### config.mk
export PLATFORM = sky130hd
export DESIGN_NAME = tcpm_top
export DESIGN_NICKNAME = d
export VERILOG_FILES = /design/src/tcpm_pkg.sv /design/src/tcpm_flags_if.sv /design/src/tcpm_flags.sv /design/src/tcpm_top.sv
export VERILOG_INCLUDE_DIRS = /design/src
export SDC_FILE = /design/constraint.sdc
export NUM_CORES = 1
export LEC_CHECK = 0
export ABC_AREA = 1
export BUFFER_PORTS_ARGS = -buffer_cell sky130_fd_sc_hd__buf_2
export CORE_ASPECT_RATIO = 0.7
export CORE_MARGIN = 10
export CORE_UTILIZATION = 46
export DETAILED_ROUTE_END_ITERATION = 10
export GPL_TIMING_DRIVEN = 0
export PLACE_DENSITY = 0.76
export SLEW_MARGIN = 10
export SYNTH_ARGS = -nofsm -noshare
export SYNTH_HDL_FRONTEND = slang
export SYNTH_SLANG_ARGS = --single-unit
### constraint.sdc
create_clock -name clock_i -period 1.4 [get_ports clock_i]
set_clock_uncertainty 0.1 [all_clocks]
set_input_delay 0.28 -clock clock_i [delete_from_list [all_inputs] [get_ports clock_i]]
set_output_delay 0.28 -clock clock_i [all_outputs]
set_load 0.05 [all_outputs]
### src/tcpm_defs.svh
// Purpose: Register offsets, field positions, mode encodings and event bits for the port controller.
// Assumes: Registers are one 32-bit word each, addressed by byte offset.
// Notes: Included by the package, by tcpm_top and by the bench.
`ifndef TCPM_DEFS_SVH
`define TCPM_DEFS_SVH

`define TCPM_AW 8
`define TCPM_ADDR_CTRL 8'h00
`define TCPM_ADDR_STATUS 8'h04
`define TCPM_ADDR_FLAGS 8'h08
`define TCPM_ADDR_MASK 8'h0C
`define TCPM_ADDR_IRQ_STAT 8'h10
`define TCPM_ADDR_IRQ_MASK 8'h14
// Control register fields.
`define TCPM_CTRL_TCDIS 0
`define TCPM_CTRL_ACLR 1
`define TCPM_CTRL_SYNCIN 2
`define TCPM_CTRL_CD_LO 4
`define TCPM_CTRL_CD_HI 5
`define TCPM_CTRL_WIDTH 6
// Charge-detect mode encodings.
`define TCPM_CD_SDP 2'b00
`define TCPM_CD_AUTO_CDP 2'b11
// Status register fields.
`define TCPM_ST_CONV 0
`define TCPM_ST_PWM 1
`define TCPM_ST_ORIENT 2
`define TCPM_ST_ATT 3
`define TCPM_ST_SYNCOE 4
// Block event bits: fault flag set, attach, detach.
`define TCPM_EV_FLAG 0
`define TCPM_EV_ATTACH 1
`define TCPM_EV_DETACH 2
`define TCPM_EV_N 3
`define TCPM_NFAULT 8

`endif

### src/tcpm_pkg.sv
// Purpose: Shared types of the port controller.
// Assumes: tcpm_defs.svh holds the address and fault widths; the 32-bit data width is set here.
// Notes: Types only.
`include "tcpm_defs.svh"
package tcpm_pkg;
	typedef logic [`TCPM_AW-1:0] tcpm_addr_t;
	typedef logic [31:0] tcpm_data_t;
	typedef logic [`TCPM_NFAULT-1:0] tcpm_fault_t;
	typedef enum logic [1:0] {TCPM_OFF, TCPM_WAIT_RD, TCPM_RUN} tcpm_conv_e;
endpackage

### src/tcpm_flags_if.sv
// Purpose: Carrier between the top and the fault flag unit.
// Assumes: One clock domain.
// Notes: Modport ctl for the top, flg for the flag unit.
`timescale 1ns/1ps
`default_nettype none
interface tcpm_flags_if;
	tcpm_pkg::tcpm_fault_t fault_cond;
	tcpm_pkg::tcpm_fault_t mask;
	logic auto_clear;
	logic read_clear;
	tcpm_pkg::tcpm_fault_t flags;
	logic irq_any;
	logic new_flag;
	modport ctl(output fault_cond, output mask, output auto_clear, output read_clear,
		input flags, input irq_any, input new_flag);
	modport flg(input fault_cond, input mask, input auto_clear, input read_clear,
		output flags, output irq_any, output new_flag);
endinterface
`default_nettype wire

### src/tcpm_flags.sv
// Purpose: Sticky fault flags with read-clear, auto-clear and pin mask.
// Assumes: Fault conditions are synchronous levels.
// Notes: A fault present during the clearing read keeps its flag set.
`timescale 1ns/1ps
`default_nettype none
module tcpm_flags (
	input wire logic clock_i,
	input wire logic resetn_i,
	tcpm_flags_if.flg fl
);
	import tcpm_pkg::*;

	typedef struct packed {
		tcpm_fault_t flags;
	} tcpm_fstate_s;

	tcpm_fstate_s st_reg;
	tcpm_fstate_s st_next;

	// Set wins over both clears so no event is lost.
	always_comb begin
		st_next = st_reg;
		if (fl.read_clear) begin
			st_next.flags = '0;
		end
		if (fl.auto_clear) begin
			st_next.flags = st_next.flags & fl.fault_cond;
		end
		st_next.flags = st_next.flags | fl.fault_cond;
	end

	// State register.
	always_ff @(posedge clock_i or negedge resetn_i) begin
		if (!resetn_i) begin
			st_reg <= '0;
		end else begin
			st_reg <= st_next;
		end
	end

	assign fl.flags = st_reg.flags;
	assign fl.irq_any = |(st_reg.flags & fl.mask);
	assign fl.new_flag = |(fl.fault_cond & ~st_reg.flags);

	a_flag_keep: assert property (@(posedge clock_i) disable iff (!resetn_i)
		(st_reg.flags[0] && !fl.read_clear && !fl.auto_clear) |=> st_reg.flags[0])
		else $error("flag dropped without read");
	a_read_clear: assert property (@(posedge clock_i) disable iff (!resetn_i)
		(fl.read_clear && fl.fault_cond == '0) |=> st_reg.flags == '0)
		else $error("read did not clear flags");
	a_event_kept: assert property (@(posedge clock_i) disable iff (!resetn_i)
		fl.fault_cond[0] |=> st_reg.flags[0])
		else $error("fault event lost");
	a_auto_drop: assert property (@(posedge clock_i) disable iff (!resetn_i)
		(fl.auto_clear && !fl.fault_cond[1]) |=> !st_reg.flags[1])
		else $error("auto clear failed");
	c_auto_clear: cover property (@(posedge clock_i) disable iff (!resetn_i)
		fl.auto_clear ##1 st_reg.flags[0] ##1 !st_reg.flags[0]);
endmodule
`default_nettype wire

### src/tcpm_top.sv
// Purpose: Type-C port mode, converter gating, orientation and fault flag control.
// Assumes: 200 MHz clock_i; pins pass a three-stage synchroniser.
// Notes: Registers reached over a plain strobe port, read data one cycle later.
//
// Chosen here: the placing of the registers and the address-and-strobe port.
`timescale 1ns/1ps
`default_nettype none
`include "tcpm_defs.svh"
module tcpm_top #(
	parameter int NFAULT = `TCPM_NFAULT
) (
	input wire logic clock_i,
	input wire logic resetn_i,
	input wire tcpm_pkg::tcpm_addr_t addr_i,
	input wire tcpm_pkg::tcpm_data_t wdata_i,
	input wire logic wr_i,
	input wire logic rd_i,
	output tcpm_pkg::tcpm_data_t rdata_o,
	input wire logic charge_mode_strap_i,
	input wire logic device_enable_in_i,
	input wire logic converter_enable_in_i,
	input wire logic rd_cc1_i,
	input wire logic rd_cc2_i,
	input wire logic sync_pin_i,
	input wire logic sync_clk_i,
	output logic sync_pin_o,
	output logic sync_pin_oe_o,
	input wire tcpm_pkg::tcpm_fault_t fault_cond_i,
	output logic converter_on_o,
	output logic forced_pwm_o,
	output logic cable_orientation_out_o,
	output logic cable_orientation_out_oe_o,
	output logic fault_irq_n_o,
	output logic fault_irq_n_oe_o,
	output logic irq_o
);
	import tcpm_pkg::*;

	localparam int NPIN = 6;

	typedef struct packed {
		logic [NPIN-1:0] s1;
		logic [NPIN-1:0] s2;
		logic [NPIN-1:0] s3;
		logic [NPIN-1:0] pin;
		logic started;
		logic typec_detect_disable;
		logic flag_auto_clear;
		logic sync_as_input;
		logic [1:0] charge_detect_mode;
		tcpm_fault_t fmask;
		tcpm_conv_e conv;
		logic orient_cc2;
		logic attached;
		logic pwm;
		logic [`TCPM_EV_N-1:0] irq_stat;
		logic [`TCPM_EV_N-1:0] irq_mask;
		tcpm_data_t rdata;
	} tcpm_state_s;

	tcpm_state_s st_reg;
	tcpm_state_s st_next;
	tcpm_flags_if fl();

	// Pin positions inside the synchroniser vector.
	localparam int P_STRAP = 0;
	localparam int P_DEN = 1;
	localparam int P_CEN = 2;
	localparam int P_CC1 = 3;
	localparam int P_CC2 = 4;
	localparam int P_SYNC = 5;

	// Register hit test, used for each decode.
	function automatic logic hit(input tcpm_addr_t a, input tcpm_addr_t off);
		hit = (a == off);
	endfunction

	tcpm_flags u_flags (
		.clock_i(clock_i),
		.resetn_i(resetn_i),
		.fl(fl.flg)
	);

	assign fl.fault_cond = fault_cond_i;
	assign fl.mask = st_reg.fmask;
	assign fl.auto_clear = st_reg.flag_auto_clear;
	assign fl.read_clear = rd_i && hit(addr_i, `TCPM_ADDR_FLAGS);

	logic [NPIN-1:0] raw;
	logic [`TCPM_EV_N-1:0] ev;
	logic en_ok;
	logic rd_seen;
	assign raw = {sync_pin_i, rd_cc2_i, rd_cc1_i, converter_enable_in_i,
		device_enable_in_i, charge_mode_strap_i};

	// Next-state logic: synchronisers, control, converter sequencing and bus.
	always_comb begin
		st_next = st_reg;
		// Stage one is read only by stage two.
		st_next.s1 = raw;
		st_next.s2 = st_reg.s1;
		st_next.s3 = st_reg.s2;
		for (int i = 0; i < NPIN; i++) begin
			if (st_reg.s2[i] == st_reg.s3[i]) begin
				st_next.pin[i] = st_reg.s3[i];
			end
		end
		// Strap is caught at the first edge after reset, since s2 and s3 both still hold their reset zeros.
		if (!st_reg.started && st_reg.s2 == st_reg.s3) begin
			st_next.started = 1'b1;
			if (!st_reg.s3[P_STRAP]) begin
				st_next.charge_detect_mode = `TCPM_CD_SDP;
			end
		end
		// Register writes.
		if (wr_i) begin
			if (hit(addr_i, `TCPM_ADDR_CTRL)) begin
				st_next.typec_detect_disable = wdata_i[`TCPM_CTRL_TCDIS];
				st_next.flag_auto_clear = wdata_i[`TCPM_CTRL_ACLR];
				st_next.sync_as_input = wdata_i[`TCPM_CTRL_SYNCIN];
				st_next.charge_detect_mode = wdata_i[`TCPM_CTRL_CD_HI:`TCPM_CTRL_CD_LO];
			end
			if (hit(addr_i, `TCPM_ADDR_MASK)) begin
				st_next.fmask = wdata_i[NFAULT-1:0];
			end
			if (hit(addr_i, `TCPM_ADDR_IRQ_STAT)) begin
				st_next.irq_stat = st_reg.irq_stat & ~wdata_i[`TCPM_EV_N-1:0];
			end
			if (hit(addr_i, `TCPM_ADDR_IRQ_MASK)) begin
				st_next.irq_mask = wdata_i[`TCPM_EV_N-1:0];
			end
		end
		// A high strap overrides whatever software wrote.
		if (st_reg.started && st_reg.pin[P_STRAP]) begin
			st_next.charge_detect_mode = `TCPM_CD_AUTO_CDP;
		end
		// Converter sequencing.
		en_ok = st_reg.pin[P_DEN] && st_reg.pin[P_CEN];
		rd_seen = st_reg.pin[P_CC1] || st_reg.pin[P_CC2];
		ev = '0;
		case (st_reg.conv)
			TCPM_OFF: begin
				if (en_ok) begin
					st_next.conv = st_reg.typec_detect_disable ? TCPM_RUN : TCPM_WAIT_RD;
				end
			end
			TCPM_WAIT_RD: begin
				if (!en_ok) begin
					st_next.conv = TCPM_OFF;
				end else if (st_reg.typec_detect_disable || rd_seen) begin
					st_next.conv = TCPM_RUN;
				end
			end
			TCPM_RUN: begin
				if (!en_ok) begin
					st_next.conv = TCPM_OFF;
				end else if (!st_reg.typec_detect_disable && !rd_seen) begin
					st_next.conv = TCPM_WAIT_RD;
				end
			end
			default: begin
				st_next.conv = TCPM_OFF;
			end
		endcase
		// Attach and orientation track the termination; CC1 wins if both show one.
		st_next.attached = !st_reg.typec_detect_disable && rd_seen;
		if (!st_reg.typec_detect_disable && st_reg.pin[P_CC1]) begin
			st_next.orient_cc2 = 1'b0;
		end else if (!st_reg.typec_detect_disable && st_reg.pin[P_CC2]) begin
			st_next.orient_cc2 = 1'b1;
		end
		// Light-load mode from the sync pin, only in legacy mode.
		if (st_reg.typec_detect_disable && st_reg.sync_as_input) begin
			st_next.pwm = st_reg.pin[P_SYNC];
		end else begin
			st_next.pwm = 1'b0;
		end
		// Events: set beats the write-one clear.
		ev[`TCPM_EV_FLAG] = fl.new_flag;
		ev[`TCPM_EV_ATTACH] = st_next.attached && !st_reg.attached;
		ev[`TCPM_EV_DETACH] = !st_next.attached && st_reg.attached;
		st_next.irq_stat = st_next.irq_stat | ev;
		// Read data stands in the cycle after the strobe only.
		st_next.rdata = '0;
		if (rd_i) begin
			if (hit(addr_i, `TCPM_ADDR_CTRL)) begin
				st_next.rdata[`TCPM_CTRL_TCDIS] = st_reg.typec_detect_disable;
				st_next.rdata[`TCPM_CTRL_ACLR] = st_reg.flag_auto_clear;
				st_next.rdata[`TCPM_CTRL_SYNCIN] = st_reg.sync_as_input;
				st_next.rdata[`TCPM_CTRL_CD_HI:`TCPM_CTRL_CD_LO] = st_reg.charge_detect_mode;
			end
			if (hit(addr_i, `TCPM_ADDR_STATUS)) begin
				st_next.rdata[`TCPM_ST_CONV] = (st_reg.conv == TCPM_RUN);
				st_next.rdata[`TCPM_ST_PWM] = st_reg.pwm;
				st_next.rdata[`TCPM_ST_ORIENT] = st_reg.orient_cc2;
				st_next.rdata[`TCPM_ST_ATT] = st_reg.attached;
				st_next.rdata[`TCPM_ST_SYNCOE] = !st_reg.sync_as_input;
			end
			if (hit(addr_i, `TCPM_ADDR_FLAGS)) begin
				st_next.rdata[NFAULT-1:0] = fl.flags;
			end
			if (hit(addr_i, `TCPM_ADDR_MASK)) begin
				st_next.rdata[NFAULT-1:0] = st_reg.fmask;
			end
			if (hit(addr_i, `TCPM_ADDR_IRQ_STAT)) begin
				st_next.rdata[`TCPM_EV_N-1:0] = st_reg.irq_stat;
			end
			if (hit(addr_i, `TCPM_ADDR_IRQ_MASK)) begin
				st_next.rdata[`TCPM_EV_N-1:0] = st_reg.irq_mask;
			end
		end
	end

	// State register; the charge mode waits for the strap capture after release.
	always_ff @(posedge clock_i or negedge resetn_i) begin
		if (!resetn_i) begin
			st_reg <= '0;
		end else begin
			st_reg <= st_next;
		end
	end

	// Outputs. Sync drives out unless software turns it to an input.
	assign rdata_o = st_reg.rdata;
	assign sync_pin_o = sync_clk_i;
	assign sync_pin_oe_o = !st_reg.sync_as_input;
	assign converter_on_o = (st_reg.conv == TCPM_RUN);
	assign forced_pwm_o = st_reg.pwm;
	// Open drain: released for CC1, pulled low for CC2.
	assign cable_orientation_out_o = 1'b0;
	assign cable_orientation_out_oe_o = st_reg.orient_cc2;
	assign fault_irq_n_o = 1'b0;
	assign fault_irq_n_oe_o = fl.irq_any;
	assign irq_o = |(st_reg.irq_stat & st_reg.irq_mask);

	// Control-path checks; each one names the rule that it guards.
	a_conv_needs_en: assert property (@(posedge clock_i) disable iff (!resetn_i)
		converter_on_o |-> (st_reg.pin[P_DEN] && st_reg.pin[P_CEN]) || $past(en_ok))
		else $error("converter on without both enables");
	a_enables_off: assert property (@(posedge clock_i) disable iff (!resetn_i)
		!en_ok |=> !converter_on_o)
		else $error("converter left on after an enable dropped");
	a_conv_waits_rd: assert property (@(posedge clock_i) disable iff (!resetn_i)
		(st_reg.conv == TCPM_WAIT_RD && !rd_seen && !st_reg.typec_detect_disable)
		|=> !converter_on_o)
		else $error("converter on without termination");
	a_strap_sdp: assert property (@(posedge clock_i) disable iff (!resetn_i)
		(!st_reg.started && !wr_i) |=> st_reg.charge_detect_mode == `TCPM_CD_SDP)
		else $error("startup mode not standard");
	a_strap_force: assert property (@(posedge clock_i) disable iff (!resetn_i)
		(st_reg.started && st_reg.pin[P_STRAP])
		|=> st_reg.charge_detect_mode == `TCPM_CD_AUTO_CDP)
		else $error("strap did not force mode");
	a_detect_off: assert property (@(posedge clock_i) disable iff (!resetn_i)
		st_reg.typec_detect_disable |=> !st_reg.attached)
		else $error("attach seen while detection is off");
	// Direction of the sync pin follows a control write one cycle later.
	a_sync_dir: assert property (@(posedge clock_i) disable iff (!resetn_i)
		(wr_i && addr_i == `TCPM_ADDR_CTRL)
		|=> sync_pin_oe_o == !$past(wdata_i[`TCPM_CTRL_SYNCIN]))
		else $error("sync pin direction wrong");
	a_skip_mode: assert property (@(posedge clock_i) disable iff (!resetn_i)
		(st_reg.typec_detect_disable && st_reg.sync_as_input && !st_reg.pin[P_SYNC])
		|=> !forced_pwm_o)
		else $error("forced PWM with sync input low");
	a_pwm_mode: assert property (@(posedge clock_i) disable iff (!resetn_i)
		(st_reg.typec_detect_disable && st_reg.sync_as_input)
		|=> forced_pwm_o == $past(st_reg.pin[P_SYNC]))
		else $error("sync mode wrong");
	a_orient_cc2: assert property (@(posedge clock_i) disable iff (!resetn_i)
		(!st_reg.typec_detect_disable && !st_reg.pin[P_CC1] && st_reg.pin[P_CC2])
		|=> cable_orientation_out_oe_o)
		else $error("orientation not low for CC2");
	a_orient_cc1: assert property (@(posedge clock_i) disable iff (!resetn_i)
		(!st_reg.typec_detect_disable && st_reg.pin[P_CC1])
		|=> !cable_orientation_out_oe_o)
		else $error("orientation not released for CC1");
	// The pin must follow a fault that meets an open mask, one cycle later.
	a_irq_pin: assert property (@(posedge clock_i) disable iff (!resetn_i)
		((fault_cond_i & st_reg.fmask) != '0 && !wr_i) |=> fault_irq_n_oe_o)
		else $error("interrupt pin not asserted");
	a_attach_event: assert property (@(posedge clock_i) disable iff (!resetn_i)
		(!st_reg.attached && !st_reg.typec_detect_disable && rd_seen)
		|=> st_reg.irq_stat[`TCPM_EV_ATTACH])
		else $error("attach event not recorded");
	// Read data stands one cycle, so any idle cycle must read as zero.
	a_rdata_idle: assert property (@(posedge clock_i) disable iff (!resetn_i)
		!rd_i |=> rdata_o == '0)
		else $error("read data not zero when idle");
	c_attach: cover property (@(posedge clock_i) disable iff (!resetn_i)
		st_reg.conv == TCPM_WAIT_RD ##[1:20] converter_on_o);
	c_legacy_pwm: cover property (@(posedge clock_i) disable iff (!resetn_i) forced_pwm_o);
	c_irq: cover property (@(posedge clock_i) disable iff (!resetn_i) irq_o);
	c_orient_cc2: cover property (@(posedge clock_i) disable iff (!resetn_i)
		converter_on_o && cable_orientation_out_oe_o);
endmodule
`default_nettype wire

* Yosys cells after proc, flatten, opt, wreduce, memory -nomap -nowiden
Cells that the tools add are included.
** Storage, ports and cells
- Register bits :: 65
- Input bits :: 59
- Word-level logic and storage cells :: 107
- Output and inout bits :: 41
** Operators by class
- Reduce and logical (&&, ||, !) cells :: 29
- Muxes and demuxes :: 29
- Bitwise logic cells :: 9
- Equality and inequality tests :: 17
** Operators by type and width (number)
- 2-to-1 mux 8 bit :: 6
- bitwise AND 8 bit :: 3
- 2-to-1 mux 2 bit :: 11
- == test 8 x 4 -> 1 bit (second input constant) :: 2
- == test 8 x 5 -> 1 bit (second input constant) :: 2
- OR reduction 8 bit :: 2
- 2-to-1 mux 3 bit :: 5
- logical AND 1 bit :: 11
- 2-to-1 mux 10 bit :: 1
- == test 8 x 3 -> 1 bit (second input constant) :: 1
- zero test 8 bit :: 1
- NOT 8 bit :: 1
- OR 8 bit :: 1
- bitwise AND 3 bit :: 2
- == test 1 bit :: 6
- == test 6 bit :: 1
- zero test 1 bit :: 6
- 2-to-1 mux 6 bit :: 1
- case mux 2 bit (3 select lines) :: 1
- AND reduction 2 bit :: 3
- 2-to-1 mux 5 bit :: 1
- 2-to-1 mux 1 bit :: 3
- != test 3 x 2 -> 1 bit (second input constant) :: 1
- != test 3 bit (second input constant) :: 1
- other kinds (10) :: 11

* Logic depth before layout (Yosys ltp)
- Word-level depth :: 8
- Mapped depth :: 9
- Depth with buffers taken out :: 9

* Cells and area by module
A second synthesis with hierarchy kept.
** Unflattened totals
- Cell total of the unflattened synthesis :: 363
- Area, all modules :: 3160.5 µm²
** Modules (own cells, without submodules)
- tcpm_top :: instances 1, cells an instance 307, area an instance 2702.6 µm², sequential area each 1426.4 µm²
- tcpm_flags :: instances 1, cells an instance 56, area an instance 457.9 µm², sequential area each 200.2 µm²

* Worst setup path after synthesis
No wires, ideal clock.
- Kind :: register to register
- From :: reg st_reg[42] in the netlist's numbering
- To :: reg st_reg (netlist bit rdata_o[0])
- Period minus slack after synthesis :: 1625 ps
- Arrival :: 1454 ps
- Buffers on the path :: 0
- Required time :: 1229 ps
- Setup slack :: -225 ps
- Setup time :: 71 ps
- Stages on the path, launching flop included :: 7
- Path through :: dfrtp_1 > inv_1 > nor2_1 > nand3_1 > nand4_1 > nor2_1 > nor2_1
** RTL lines
- start, declared :: line tcpm_top.sv:61 : tcpm_state_s st_reg;
- start signal, assigned :: line tcpm_top.sv:219 : st_reg <= st_next;

* Worst setup path after layout
- From :: reg u_flags.st_reg (netlist bit u_flags.fl.flags[1])
- To :: out fault_irq_n_oe_o
** On the way
- Cells in the longest elaborated chain, start to end :: 2
** Ends and longest elaborated chain
- start, declared :: line tcpm_flags.sv:17 : tcpm_fstate_s st_reg;
- start signal, assigned :: line tcpm_flags.sv:37 : st_reg <= st_next;
- bitwise AND 8 bit :: line tcpm_flags.sv:42 : assign fl.irq_any = |(st_reg.flags & fl.mask);
- OR reduction 8 bit :: line tcpm_flags.sv:42
- end, declared :: line tcpm_top.sv:34 : output logic fault_irq_n_oe_o,
No other way between the ends.

==> metrics <==
NetSw 1.38 mW; Top Ports 100; Die X-Extent around 120 um; Die Ht around 90 um; Comb pwr share about 17%; CTS root buf clkbuf_8; Met3 Wirelength a little under 800 um; # fillers 520; Final GP Congestion 0.839; drt first-iter violations about 110; TritonCTS clock tree yes; vias in the first global route approximately 2700; initial antenna violation count 0; Worst Setup Slack, final -350 ps; register bit total from synthesis 65; final slew viol count 0; FF/Latch Area ~1600 um2; Tmin final 1750 ps; Metal-1 WL ~3.2 mm; slowest library cell on the worst path dfrtp_1; status complete, but fails checks; maxcap violations 0; gr usage total 15.0%; Clk pwr share between 30% and 40%; total grt overflow 0; first-pass GRT wire length around 13 mm; routed wl met2 roughly 3.7 mm; P&R area growth vs syn 35.2%; Initial Utilization 48.3%; sw frac a little under a third; Hold/Removal Path Class in2reg; via density per instance 4.70; Buf/Inv on CP 1; 1st-pass router iterations 4; TritonCTS buffer count 9; Port Buffers 47; Worst EP arrival between 1000 and 1500 ps; core area 6370 um2; startpoint types flip-flop; Final setup viols 3; Worst-path clk slew 80 ps; post-route DRC violation count 0; layout cells sized above 1 between 30% and 40%; cell mode on critical path nand2_1; sequential area share after synthesis a little over half; post-route ant nets 0; Syn Inst Count roughly 350; crit-path max FO 2; Max Fclk roughly 570 MHz; largest net degree at the start of global routing 66; hpwl dp roughly 5.4 mm; period utilisation layout 125%; Site Rows 24; count of final hold-check violations 0; Distinct cells, synth 30; Max-Slew Margin vs Limit between 40% and 50%; kind of critical path reg2out; total wire length between 7 and 8 mm; R2R Setup Slk approximately 30 ps; non-filler instance count after layout ~560; Final Cell Area a little over 4000 um2; Critical Path End Type output port; Least-Margin Pin Slew 791 ps; vias after detailed routing approximately 2600; critical-path cell list nand2_1, nand2_1, a221oi_2, nand2_1, buf_6; Avg Inst Size Synth between 8 and 9 um2; area of the multi-input gates 1160 um2; Pleak 2.23 nW; highest routed metal layer met4; Placed Cells around 510; Clock Sink Count 65; unrepaired setup endpoints after global routing true; Pint ~3.1 mW; placed inst area ~3500 um2; CP delay by family, top flip-flops; Worst-Skew Late Latency roughly 350 ps; clock tree buffer depth 2; Reg power frac a little under half; Warnings, synthesis 0; fin util between 60% and 70%; pwr/cell area ~1100 nW/um2; Diodes inserted 0; Max VDD drop between 500 and 600 uV; Final nets between 500 and 600; Worst EP required between 1000 and 1500 ps; Netlist Area Pre-Place between 3000 and 4000 um2; die area about 10000 um2; WL/cell approximately 14 um; H-Tree Depth 3; critical path's largest stage delay between 400 and 500 ps; violated checks negative setup slack; max reg flops 26
==> synth_stat cells <==
cell type,instances,share of area (%)
inv_6,1,0.29
nand2_2,2,0.41
o22ai_1,2,0.41
a31o_2,3,0.86
a21oi_1,4,0.65
nor3_1,4,0.65
nand3_2,1,0.33
o21a_1,2,0.49
buf_4,37,9.0
nand3b_1,1,0.24
conb_1,1,0.12
dfrtp_1,65,53
nand4_1,3,0.61
a31oi_1,1,0.20
nor2_4,2,0.73
or2_2,2,0.41
nand2_1,76,9.3
inv_2,2,0.24
o21ai_2,5,1.4
a21oi_2,1,0.29
nand3_1,28,4.6
o31ai_1,3,0.73
nand2_4,3,1.1
o2111ai_1,2,0.57
buf_6,1,0.37
inv_1,38,4.6
nor2_2,2,0.41
o21ai_0,21,3.4
nor2_1,33,4.0
a221oi_1,2,0.57
==> routing by layer <==
| layer | up-vias | global-route usage (%) |
|---|---|---|
| li1 | 1291 | - |
| met2 | 94 | 24.8 |
| met5 | - | 0 |
| met4 | 0 | 4.47 |
| met1 | 1234 | 17.4 |
| met3 | 7 | 7.00 |
==> worst register-to-register path: stages (launching register included) <==
cell	delay, ps
dfrtp_1	400
or2_4	270
nand2_4	80
nand2_2	50
nor2_2	120
nand3b_1	120
nand2_1	90
nand2_1	50
==> power by group through the flow <==
stage	Sequential, mW	Combinational, mW	Clock (mW)
finish	2.04	0.766	1.68
global placement	2.07	0.608	0
floorplan	2.08	0.443	0
global route	2.05	0.833	1.79
detailed placement	2.08	0.623	0
CTS	2.04	0.727	1.72
==> stage by stage <==
stage / hold WS (ps) / setup slack (ps) / TNS, ps / power [mW]
floorplan: -116 / 5.11 / 0 / 2.52
global placement: 232 / -286 / -19970 / 2.68
detailed placement: 237 / -209 / -3370 / 2.70
CTS: 19.7 / -316 / -451 / 4.48
global route: 24.6 / -403 / -717 / 4.68
finish: 26.1 / -350 / -472 / 4.49
==> path summary, 6_finish.rpt <==
check	from	endpoint	cells after the start
max reg2reg	st_reg[63]$_DFF_PN0_	st_reg[51]$_DFF_PN0_	7
min in group asynchronous	resetn_i	rdata_o[2]$_DFF_PN0_	2
max in group asynchronous	resetn_i	u_flags.fl.flags[0]$_DFF_PN0_	2
max	u_flags.fl.flags[1]$_DFF_PN0_	fault_irq_n_oe_o	5
min	fault_cond_i[2]	u_flags.fl.flags[2]$_DFF_PN0_	3
min reg2reg	st_next[71]$_DFF_PN0_	st_next[65]$_DFF_PN0_	0
==> repair_timing <==
item,in CTS,in global routing
pin swaps,7,12
resized for setup,38,15
setup buffers,18,9
setup endpoints to repair,15,11
hold buffers,7,0
hold endpoints to repair,71,0
==> cell families (layout without fill, tap and decap cells) <==
group	count (synthesis)	after routing	share of synthesized area, %
flops	65	65	52.9
other cells	1	26	0.122
compound gates	46	46	9.61
simple gates	157	157	22.8
buf+inv	79	174	14.6
==> layout make-up <==
cell class | count | share of cell area (%)
clock buffer | 9 | 2.98
timing repair buffer | 81 | 14.8
inverter | 41 | 3.82
tap | 91 | 2.74
buffer | 36 | 6.59
sequential | 65 | 39.2
multi-input combinational | 229 | 27.9
clock inverter | 7 | 2.02
==> layout by cell type, fill, tap and decap left out, types with 2 or more instances in the layout <==
| cell | n |
|---|---|
| nand2_1 | 72 |
| o21ai_2 | 5 |
| buf_8 | 5 |
| inv_6 | 5 |
| buf_4 | 63 |
| a31o_2 | 3 |
| o2111ai_1 | 2 |
| nor2_1 | 31 |
| or2_4 | 2 |
| dlygate4sd3_1 | 7 |
| nor2_2 | 3 |
| o31ai_1 | 3 |
| nand3_2 | 2 |
| a21oi_1 | 4 |
| buf_6 | 9 |
| inv_1 | 35 |
| nand2_2 | 4 |
| conb_1 | 26 |
| dfrtp_1 | 64 |
| o21ai_0 | 20 |
| nand4_1 | 3 |
| o22ai_1 | 2 |
| clkbuf_8 | 9 |
| nor3_2 | 3 |
| buf_2 | 32 |
| o21a_1 | 2 |
| nand2_4 | 5 |
| nand3_1 | 27 |
| inv_2 | 5 |
| nor2_4 | 3 |
| a221oi_2 | 2 |
No activity file was read; power rests on OpenSTA's default activity.
